[src/ssrwd_pkg.sv]
// Constants, types and the summary of behaviour for the write decode and output enable block.
// What this block does
// Low global write, or byte enable plus lane, writes.
// Otherwise the cycle is a read.
// Byte write updates only lanes strobed low.
// Processor strobe with chip select high always starts a read cycle.
// Controller writes only after processor start or controller strobe.
// Controller floats pins with output enable before writes.
// Pins follow current cycle and unclocked output enable.
// Output enable is masked during write cycles.
// Read pins float when disabled or deselected.
// Read with output enable low drives all bits.
package ssrwd_pkg;

	// Number of byte lanes on the data bus.
	localparam int unsigned LANES = 4;

	// Width of one byte lane.
	localparam int unsigned LANE_W = 8;

	// Width of the whole data bus.
	localparam int unsigned DATA_W = LANES * LANE_W;

	// Byte mask with no lane written.
	localparam logic [LANES-1:0] MASK_NONE = 4'h0;

	// Byte mask with every lane written.
	localparam logic [LANES-1:0] MASK_ALL = 4'hF;

	// Data word reset value.
	localparam logic [DATA_W-1:0] DATA_RST = 32'h00000000;

	// Pin enable with every bit floating.
	localparam logic [DATA_W-1:0] OE_NONE = 32'h00000000;

	// Pin enable with every bit driven.
	localparam logic [DATA_W-1:0] OE_ALL = 32'hFFFFFFFF;

	// Kind of cycle that the block is running.
	typedef enum logic [1:0] {
		SSRWD_IDLE  = 2'b00,
		SSRWD_READ  = 2'b01,
		SSRWD_WRITE = 2'b10
	} ssrwd_cyc_e;

	// All state of the block.
	typedef struct packed {
		ssrwd_cyc_e       cyc;   // Current cycle kind.
		logic [LANES-1:0] mask;  // Lanes written this cycle.
		logic [DATA_W-1:0] wdat; // Write data taken from the pins.
		logic [DATA_W-1:0] rdat; // Read data presented on the pins.
	} ssrwd_state_s;

	// Reset value of the state.
	localparam ssrwd_state_s STATE_RST = '{
		cyc:  SSRWD_IDLE,
		mask: MASK_NONE,
		wdat: DATA_RST,
		rdat: DATA_RST
	};

endpackage

[src/ssrwd_core.sv]
// Write decode, byte masks and data pin enable of the synchronous memory front end.
module ssrwd_core (
	input  wire logic                          clock_i,                // Clock.
	input  wire logic                          rst_i,                  // Synchronous reset, high.
	input  wire logic                          clk_en_i,               // Clock enable, high.
	input  wire logic                          chip_select_i,          // Device selected, high.
	input  wire logic                          proc_addr_strobe_n_i,   // Processor strobe, low.
	input  wire logic                          ctrl_addr_strobe_n_i,   // Controller strobe, low.
	input  wire logic                          global_write_n_i,       // Global write, low.
	input  wire logic                          byte_write_enable_n_i,  // Byte write enable, low.
	input  wire logic                          lane0_write_n_i,        // Lane 0 strobe, low.
	input  wire logic                          lane1_write_n_i,        // Lane 1 strobe, low.
	input  wire logic                          lane2_write_n_i,        // Lane 2 strobe, low.
	input  wire logic                          lane3_write_n_i,        // Lane 3 strobe, low.
	input  wire logic                          output_enable_n_i,      // Output enable, low, async.
	input  wire logic [ssrwd_pkg::DATA_W-1:0]  dq_i,                   // Data pins, input side.
	output logic      [ssrwd_pkg::DATA_W-1:0]  dq_o,                   // Data pins, output side.
	output logic      [ssrwd_pkg::DATA_W-1:0]  dq_oe_o,                // Data pin enables, high drives.
	input  wire logic [ssrwd_pkg::DATA_W-1:0]  rd_data_i,              // Word read from the array.
	output logic                               write_o,                // Current cycle is a write.
	output logic      [ssrwd_pkg::LANES-1:0]   byte_we_o,              // Lanes written this cycle.
	output logic      [ssrwd_pkg::DATA_W-1:0]  wr_data_o               // Write data for the array.
);

	ssrwd_pkg::ssrwd_state_s st_r;   // Registered state.
	ssrwd_pkg::ssrwd_state_s st_nxt; // Next state.

	logic [ssrwd_pkg::LANES-1:0] lanes_n; // Lane strobes gathered, low active.
	logic                        strobe;  // Either address strobe active.
	logic                        take;    // A cycle is taken at this edge.
	logic                        pstart;  // Processor strobe starts the cycle.

	// Lanes that the global write, or byte write enable with their strobe, asks to update.
	function automatic logic [ssrwd_pkg::LANES-1:0] lane_mask(
		input logic                        gw_n,
		input logic                        bwe_n,
		input logic [ssrwd_pkg::LANES-1:0] ln_n
	);
		logic [ssrwd_pkg::LANES-1:0] m;
		m = ssrwd_pkg::MASK_NONE;
		if (!gw_n) begin
			m = ssrwd_pkg::MASK_ALL;
		end else if (!bwe_n) begin
			m = ~ln_n;
		end
		return m;
	endfunction

	assign lanes_n = {lane3_write_n_i, lane2_write_n_i, lane1_write_n_i, lane0_write_n_i};
	assign strobe  = !proc_addr_strobe_n_i || !ctrl_addr_strobe_n_i;
	// A strobe opens a cycle while selected; without one a running cycle continues.
	assign take    = strobe ? chip_select_i : (st_r.cyc != ssrwd_pkg::SSRWD_IDLE);
	assign pstart  = !proc_addr_strobe_n_i && chip_select_i;

	// Next state: decode the write controls, which the processor strobe overrides.
	always_comb begin
		logic [ssrwd_pkg::LANES-1:0] m;
		m      = ssrwd_pkg::MASK_NONE;
		st_nxt = st_r;
		if (!take) begin
			// A strobe while deselected, or nothing running, leaves the bus idle.
			st_nxt.cyc  = ssrwd_pkg::SSRWD_IDLE;
			st_nxt.mask = ssrwd_pkg::MASK_NONE;
		end else begin
			// The processor strobe forces a read, whatever the write pins say.
			m = pstart ? ssrwd_pkg::MASK_NONE
				: lane_mask(global_write_n_i, byte_write_enable_n_i, lanes_n);
			st_nxt.mask = m;
			// Any lane written makes it a write, none makes it a read.
			st_nxt.cyc  = (m != ssrwd_pkg::MASK_NONE) ? ssrwd_pkg::SSRWD_WRITE
				: ssrwd_pkg::SSRWD_READ;
			if (m != ssrwd_pkg::MASK_NONE) begin
				st_nxt.wdat = dq_i;
			end
		end
		// Read data is refreshed every enabled edge; the pins only show it in a read.
		st_nxt.rdat = rd_data_i;
	end

	// State register; the clock enable freezes everything except reset, which loads the reset state even with the enable low.
	always_ff @(posedge clock_i) begin
		if (rst_i) begin
			st_r <= ssrwd_pkg::STATE_RST;
		end else if (clk_en_i) begin
			st_r <= st_nxt;
		end
	end

	// Pin drive is decided without the clock, so output enable acts at once.
	// Write cycles mask output enable so the bus is never fought over.
	always_comb begin
		if (st_r.cyc == ssrwd_pkg::SSRWD_READ && !output_enable_n_i) begin
			dq_oe_o = ssrwd_pkg::OE_ALL;
		end else begin
			dq_oe_o = ssrwd_pkg::OE_NONE;
		end
	end

	// Data outputs come straight from the state register; only the pin enable is combinational.
	assign dq_o      = st_r.rdat;
	assign write_o   = (st_r.cyc == ssrwd_pkg::SSRWD_WRITE);
	assign byte_we_o = st_r.mask;
	assign wr_data_o = st_r.wdat;

	// Checks of the decode and pin control.
	logic en_take; // An edge that takes a cycle.
	assign en_take = clk_en_i && take;

	// A low global write makes every lane a write unless the processor strobe overrides it.
	property p_write_global;
		@(posedge clock_i) disable iff (rst_i)
		en_take && !pstart && !global_write_n_i
		|=> write_o && byte_we_o == ssrwd_pkg::MASK_ALL;
	endproperty
	a_write_global: assert property (p_write_global) else $error("Global write not decoded.");

	// Global write high with byte enable high, or with no lane strobed, gives a read.
	property p_read_decode;
		@(posedge clock_i) disable iff (rst_i)
		en_take && global_write_n_i
		&& (byte_write_enable_n_i || lanes_n == ssrwd_pkg::MASK_ALL)
		|=> st_r.cyc == ssrwd_pkg::SSRWD_READ && byte_we_o == ssrwd_pkg::MASK_NONE;
	endproperty
	a_read_decode: assert property (p_read_decode) else $error("Read not decoded.");

	// A byte write takes exactly the lanes whose strobe was low at the taking edge.
	property p_byte_mask;
		@(posedge clock_i) disable iff (rst_i)
		en_take && !pstart && global_write_n_i && !byte_write_enable_n_i
		|=> byte_we_o == ~$past(lanes_n)
		&& write_o == ($past(lanes_n) != ssrwd_pkg::MASK_ALL);
	endproperty
	a_byte_mask: assert property (p_byte_mask) else $error("Byte mask wrong.");

	// The processor strobe while selected always opens a read, whatever the write pins say.
	property p_proc_read;
		@(posedge clock_i) disable iff (rst_i)
		clk_en_i && pstart |=> !write_o && byte_we_o == ssrwd_pkg::MASK_NONE;
	endproperty
	a_proc_read: assert property (p_proc_read) else $error("Processor strobe wrote.");

	// In a read the pin enable follows output enable without waiting for an edge.
	property p_oe_async;
		@(posedge clock_i) disable iff (rst_i)
		st_r.cyc == ssrwd_pkg::SSRWD_READ && $changed(output_enable_n_i)
		|-> dq_oe_o == (output_enable_n_i ? ssrwd_pkg::OE_NONE : ssrwd_pkg::OE_ALL);
	endproperty
	a_oe_async: assert property (p_oe_async) else $error("Enable lags output enable.");

	// A write never drives the pins, so output enable low cannot start a bus fight.
	property p_write_mask;
		@(posedge clock_i) disable iff (rst_i)
		write_o |-> dq_oe_o == ssrwd_pkg::OE_NONE;
	endproperty
	a_write_mask: assert property (p_write_mask) else $error("Pins driven in write.");

	// A strobe while deselected leaves the pins floating and no write running.
	property p_float;
		@(posedge clock_i) disable iff (rst_i)
		clk_en_i && strobe && !chip_select_i |=> dq_oe_o == ssrwd_pkg::OE_NONE && !write_o;
	endproperty
	a_float: assert property (p_float) else $error("Deselected pins driven.");

	// A read with output enable low drives every data bit.
	property p_drive;
		@(posedge clock_i) disable iff (rst_i)
		clk_en_i && pstart ##1 !output_enable_n_i |-> dq_oe_o == ssrwd_pkg::OE_ALL;
	endproperty
	a_drive: assert property (p_drive) else $error("Read pins not driven.");

	// Write data is the word that stood on the pins at the edge that took the write.
	property p_wdata;
		@(posedge clock_i) disable iff (rst_i)
		en_take && !pstart && (!global_write_n_i
		|| (!byte_write_enable_n_i && lanes_n != ssrwd_pkg::MASK_ALL))
		|=> wr_data_o == $past(dq_i);
	endproperty
	a_wdata: assert property (p_wdata) else $error("Write data not captured.");

	// Write pins with no strobe and nothing running are refused, so the bus stays idle.
	property p_idle_hold;
		@(posedge clock_i) disable iff (rst_i)
		clk_en_i && !strobe && st_r.cyc == ssrwd_pkg::SSRWD_IDLE
		|=> st_r.cyc == ssrwd_pkg::SSRWD_IDLE && !write_o;
	endproperty
	a_idle_hold: assert property (p_idle_hold) else $error("Write without a cycle.");

	// The word shown on the pins is the array word of the last enabled edge.
	property p_rdat;
		@(posedge clock_i) disable iff (rst_i)
		clk_en_i |=> dq_o == $past(rd_data_i);
	endproperty
	a_rdat: assert property (p_rdat) else $error("Read word not presented.");

	// Clock enable low holds every registered output where it was.
	property p_freeze;
		@(posedge clock_i) disable iff (rst_i)
		!clk_en_i |=> $stable(write_o) && $stable(byte_we_o)
		&& $stable(wr_data_o) && $stable(dq_o);
	endproperty
	a_freeze: assert property (p_freeze) else $error("State moved while frozen.");

	// Reset is not gated by the clock enable, so this check has no disable condition.
	property p_reset;
		@(posedge clock_i)
		rst_i |=> !write_o && byte_we_o == ssrwd_pkg::MASK_NONE
		&& wr_data_o == ssrwd_pkg::DATA_RST && dq_o == ssrwd_pkg::DATA_RST
		&& dq_oe_o == ssrwd_pkg::OE_NONE;
	endproperty
	a_reset: assert property (p_reset) else $error("Reset left state behind.");

	// Main scenarios that the bench is expected to reach.
	// A processor start followed by output enable low on the next edge.
	c_proc_read: cover property (@(posedge clock_i) disable iff (rst_i)
		clk_en_i && pstart ##1 dq_oe_o == ssrwd_pkg::OE_ALL);
	// A byte write of two lanes that are not neighbours.
	c_byte_write: cover property (@(posedge clock_i) disable iff (rst_i)
		write_o && byte_we_o == 4'h5);
	// A write taken at an edge where no write was running.
	c_read_then_write: cover property (@(posedge clock_i) disable iff (rst_i)
		!write_o && take ##1 write_o);
	// A write ended by a deselect.
	c_deselect: cover property (@(posedge clock_i) disable iff (rst_i)
		write_o ##1 st_r.cyc == ssrwd_pkg::SSRWD_IDLE);

endmodule

[config.mk]
export PLATFORM = sky130hd
export DESIGN_NAME = ssrwd_core
export DESIGN_NICKNAME = d
export VERILOG_FILES = /design/src/ssrwd_pkg.sv /design/src/ssrwd_core.sv
export SDC_FILE = /design/constraint.sdc
export NUM_CORES = 1
export LEC_CHECK = 0
export ABC_AREA = 0
export BUFFER_PORTS_ARGS = -buffer_cell sky130_fd_sc_hd__buf_2
export CORE_MARGIN = 5
export CORE_UTILIZATION = 35
export CTS_BUF_LIST = sky130_fd_sc_hd__clkbuf_8
export DETAILED_ROUTE_END_ITERATION = 10
export PLACE_DENSITY = 0.73
export SLEW_MARGIN = 0
export SYNTH_ARGS = -nofsm -noshare
export SYNTH_HDL_FRONTEND = slang
export SYNTH_SLANG_ARGS = --single-unit
[constraint.sdc]
create_clock -name clock_i -period 3.51 [get_ports clock_i]
set_input_delay 0 -clock clock_i [delete_from_list [all_inputs] [get_ports clock_i]]
set_output_delay 0 -clock clock_i [all_outputs]
set_load 0.02 [all_outputs]
* Word level (Yosys, flattened, before mapping)
Index checks and enable logic that the tools add are counted.
** Operators by class
- Equal/unequal tests :: 2
- Muxes and demuxes :: 8
- Bitwise gates (word level) :: 1
- Reduce and logical (&&, ||, !) cells :: 9
** Operator list (count)
- 32-bit 2-to-1 mux :: 1
- 4-bit 2-to-1 mux :: 4
- 6-bit 2-to-1 mux :: 1
- 4-bit inverter :: 1
- 4-bit nonzero test :: 1
- 1-bit logical NOT :: 3
- 3-bit AND reduction :: 1
- 2-bit by 1-bit equality test with 1-bit output (second input constant) :: 1
- 2-bit equality test (second input constant) :: 1
- 1-bit logical AND :: 2
- 2-bit 2-to-1 mux :: 1
- 2-bit nonzero test :: 1
- 1-bit logical OR :: 1
- 1-bit 2-to-1 mux :: 1
** Storage, ports and cells
- Register bits after elaboration :: 70
- Word-level logic and storage cells :: 24

* Depth between registers and ports, before layout
- Depth in word-level cells :: 8
- Mapped depth :: 5
- Depth with buffers taken out :: 4

* Worst setup path before layout
No wires, ideal clock.
- Kind :: reg2out
- Start :: register st_r[68] (netlist bit)
- End :: output dq_oe_o[10] (netlist bit)
- Arrival :: 2953 ps
- Data required time :: 3510 ps
- Setup slack :: 557 ps
- Cell stages (with the launch flop) :: 3
- Buffers on the path :: 1
- Path through :: dfxtp_1 nor3b_1 buf_4
** Between the ends
- Cells in the longest elaborated chain, start to end :: 3
** RTL lines
- start, declared :: RTL line ssrwd_core.sv:25 : ssrwd_pkg::ssrwd_state_s st_r;
- start signal, assigned :: RTL line ssrwd_core.sv:83 : st_r <= ssrwd_pkg::STATE_RST;
- start signal, assigned :: RTL line ssrwd_core.sv:85 : st_r <= st_nxt;
- 2-bit by 1-bit equality test with 1-bit output :: RTL line ssrwd_core.sv:92 : if (st_r.cyc == ssrwd_pkg::SSRWD_READ && !output_enable_n_i) begin
- 1-bit logical AND :: RTL line ssrwd_core.sv:92
- 32-bit 2-to-1 mux :: RTL line ssrwd_core.sv:92
- end, declared :: RTL line ssrwd_core.sv:18 : output logic [ssrwd_pkg::DATA_W-1:0] dq_oe_o,
No other way between the ends.

* Final worst setup path
- Start :: register st_r[68] (netlist bit)
- End :: output dq_oe_o[16] (netlist bit)
The elaborated chain is that of the path after synthesis.

==> summary.md <==
| Metric | Value |
|---|---|
| GPL Wtd Cong | `0.811` |
| Synth cell types | `24` |
| Tcrit/Tclk final | `0.567` |
| Routed len/inst | `between 10 and 15 µm` |
| Final setup fails | `0` |
| Max stage delay on crit path | `0.95 ns` |
| Peak supply drop | `0.253 mV` |
| Post-route setup TNS | `0 ns` |
| Final hold slack | `about 0.066 ns` |
| Final Hold Fails | `0` |
| First-pass GRT wire length | `14.2 mm` |
| Worst EP arrival | `1.99 ns` |
| Final setup skew | `~0.011 ns` |
| Critical setup path kind | `reg -> out` |
| Die width | `about 110 µm` |
| Final min period | `between 1.5 and 2 ns` |
| Synth Area per Inst | `9.64 µm²` |
| Largest delay contributor family on the critical path | `simple AND/OR/NAND/NOR gates` |
| Vias/cell | `4.24` |
| Final nets | `592` |
| Post-CTS sizing | `0` |
| Post-route cell area | `4710 µm²` |
| Max FO, Critical Path | `32` |
| Antenna violations before repair | `0` |
| RSZ-0062 raised after global routing | `false` |
| Vias | `2779` |
| Clk buf depth | `2` |
| Most frequent cells in the layout | `buf_2 (177), dfxtp_1 (70), nand2b_1 (64), mux2i_1 (64), dlygate4sd3_1 (64)` |
| Tot Pwr | `0.00190 W` |
| # DRC | `0` |
| CTS tree | `done` |
| Sequential area share after synthesis | `0.386` |
| Routed Wire Length | `8.59 mm` |
| Post-CTS Setup Inserts | `0` |
| # H-tree levels | `3` |
| CTS root buffer | `clkbuf_8` |
| Pre-Repair DR Iteration Count | `4` |
| Worst path required time | `3.51 ns` |
| CP max-delay cell | `nor3b_2` |
| Leakage Power | `~2.3 nW` |
| Post-synthesis sequential element count | `70` |
| Clk pin slew, worst setup/hold paths | `0.07 ns` |
| Mapped Area | `between 3000 and 4000 µm²` |
| Max-Cap Viols | `0` |
| PortBufs | `177` |
| Detailed placement HPWL | `between 5 and 6 mm` |
| Num rows | `37` |
| Final max-slew violation count | `0` |
| Post-Syn Instances | `377` |
| GR Overflow Total | `0` |
| WP buf/inv | `1` |
| Placed insts | `576` |
| Largest net degree at the start of global routing | `60` |
| Layout cells sized above 1 | `0.385` |
| Mapped Nets | `454` |
| Core Box Area | `about 10000 µm²` |
| Cts bufs inserted | `9` |
| Antenna-violating nets left | `0` |
| Max Fclk | `503 MHz` |
| Least-Margin Pin Slew | `1.16 ns` |
| Min-delay worst type | `in -> reg` |
| Initial Utilization | `0.355` |
| Warnings from Yosys | `0` |
| Detailed Route Iter0 Violations | `116` |
| Setup crit end kind | `output port` |
| Startpoint Class | `flop` |
| Max_slew headroom | `0.224` |
| Crit path cell chain | `nor3b_2, buf_2` |
| Filler-free cell count of the finished design | `656` |
| ANT cells | `0` |
| Most common cell after layout, fill and taps aside | `buf_2` |
| Post-DP Area | `3860 µm²` |
| Cell Pwr Density | `403 nW/µm²` |
| CTS sink count | `70` |
| Clk Latency, worst-skew pair | `0.34 ns` |
| Die area | `12500 µm²` |
| GRT Resource Usage Total | `0.137` |
| Chip height | `112 µm` |
| Layout area overhead | `29.6%` |
| Vias in the first global route | `2889` |
| IO Pins | `178` |
| Hold Buf Count CTS | `64` |
| Status | `finished, final reports clean` |
-- per-layer routing --
| metal | wire length (µm) | vias to the layer above | track usage |
|---|---|---|---|
| li1 | - | 1400 | - |
| met1 | 3540 | 1252 | 0.154 |
| met2 | 4200 | 115 | 0.242 |
| met3 | 724 | 12 | 0.0435 |
| met4 | 120 | 0 | 0.0487 |
| met5 | 0 | - | 0 |
-- area by class of cell --
type	count	area, µm²
fillers	956	5520
repair buffers	244	1550
flip-flops and latches	70	1400
multi-input cells	189	1360
well taps	136	170
clock buffers	9	124
clock inverters	7	90.1
inverters	1	17.5
-- worst paths after layout --
check                                      start            end  cells after the start  slack [ns]
worst max-delay path                    st_r[68]    dq_oe_o[16]                      2        1.52
worst min-delay path            global_write_n_i   byte_we_o[0]                      4        0.07
worst max register to register          st_r[69]   wr_data_o[5]                      5        1.81
worst min register to register     wr_data_o[20]  wr_data_o[20]                      2        0.47
-- cells by family after synthesis --
kind of cell           after synthesis  share of synthesized area
AND/OR/NAND/NOR                    110                      0.166
buffers and inverters              118                      0.242
multiplexers                        64                      0.176
AO/OA/AOI/OAI                       15                     0.0300
flip-flops                          70                      0.386
-- worst reg2reg max path, cell delays in order, from the launching register on --
cell	delay (ns)
dfxtp_1	0.39
nor2_2	0.07
a31o_1	0.25
nor3_4	0.15
buf_4	0.47
mux2i_1	0.30
-- registers in the layout (all words and copies together) (netlist names) --
register   count
wr_data_o     32
byte_we_o      4
st_r           2
dq_o          32
-- synthesized netlist by cell type (all sizes together) --
cell	count	share of area
dfxtp	70	0.39
a311oi	1	0.0024
nor2b	3	0.0052
o21ba	1	0.0028
a211oi	1	0.0021
a22oi	5	0.010
clkbuf	9	0.0093
a31o	1	0.0024
a221o	1	0.0031
nand2b	64	0.11
mux2i	64	0.18
bufinv	1	0.0048
buf	108	0.23
nor2	39	0.041
and4	1	0.0024
o21ai	4	0.0055
a21oi	1	0.0014
nor3	1	0.0045
nand2	1	0.0010
nor3b	1	0.0021
-- power by group --
group / total [W] / internal, W / switching (W)
clock: 0.000696 / 0.000396 / 0.000300
combinational: 0.000348 / 0.000172 / 0.000175
sequential: 0.000857 / 0.000835 / 0.0000219
total: 0.00190 / 0.00140 / 0.000497
-- per-stage QoR --
stage | utilization | setup WS [ns]
after detailed placement | 0.377 | 1.79
after CTS | 0.460 | 1.46
final | 0.460 | 1.52
after global routing | 0.460 | 1.24
after floorplan | - | 0.557
after global placement | 0.377 | 1.86
Note: power is estimated with default switching activity, not from simulation.
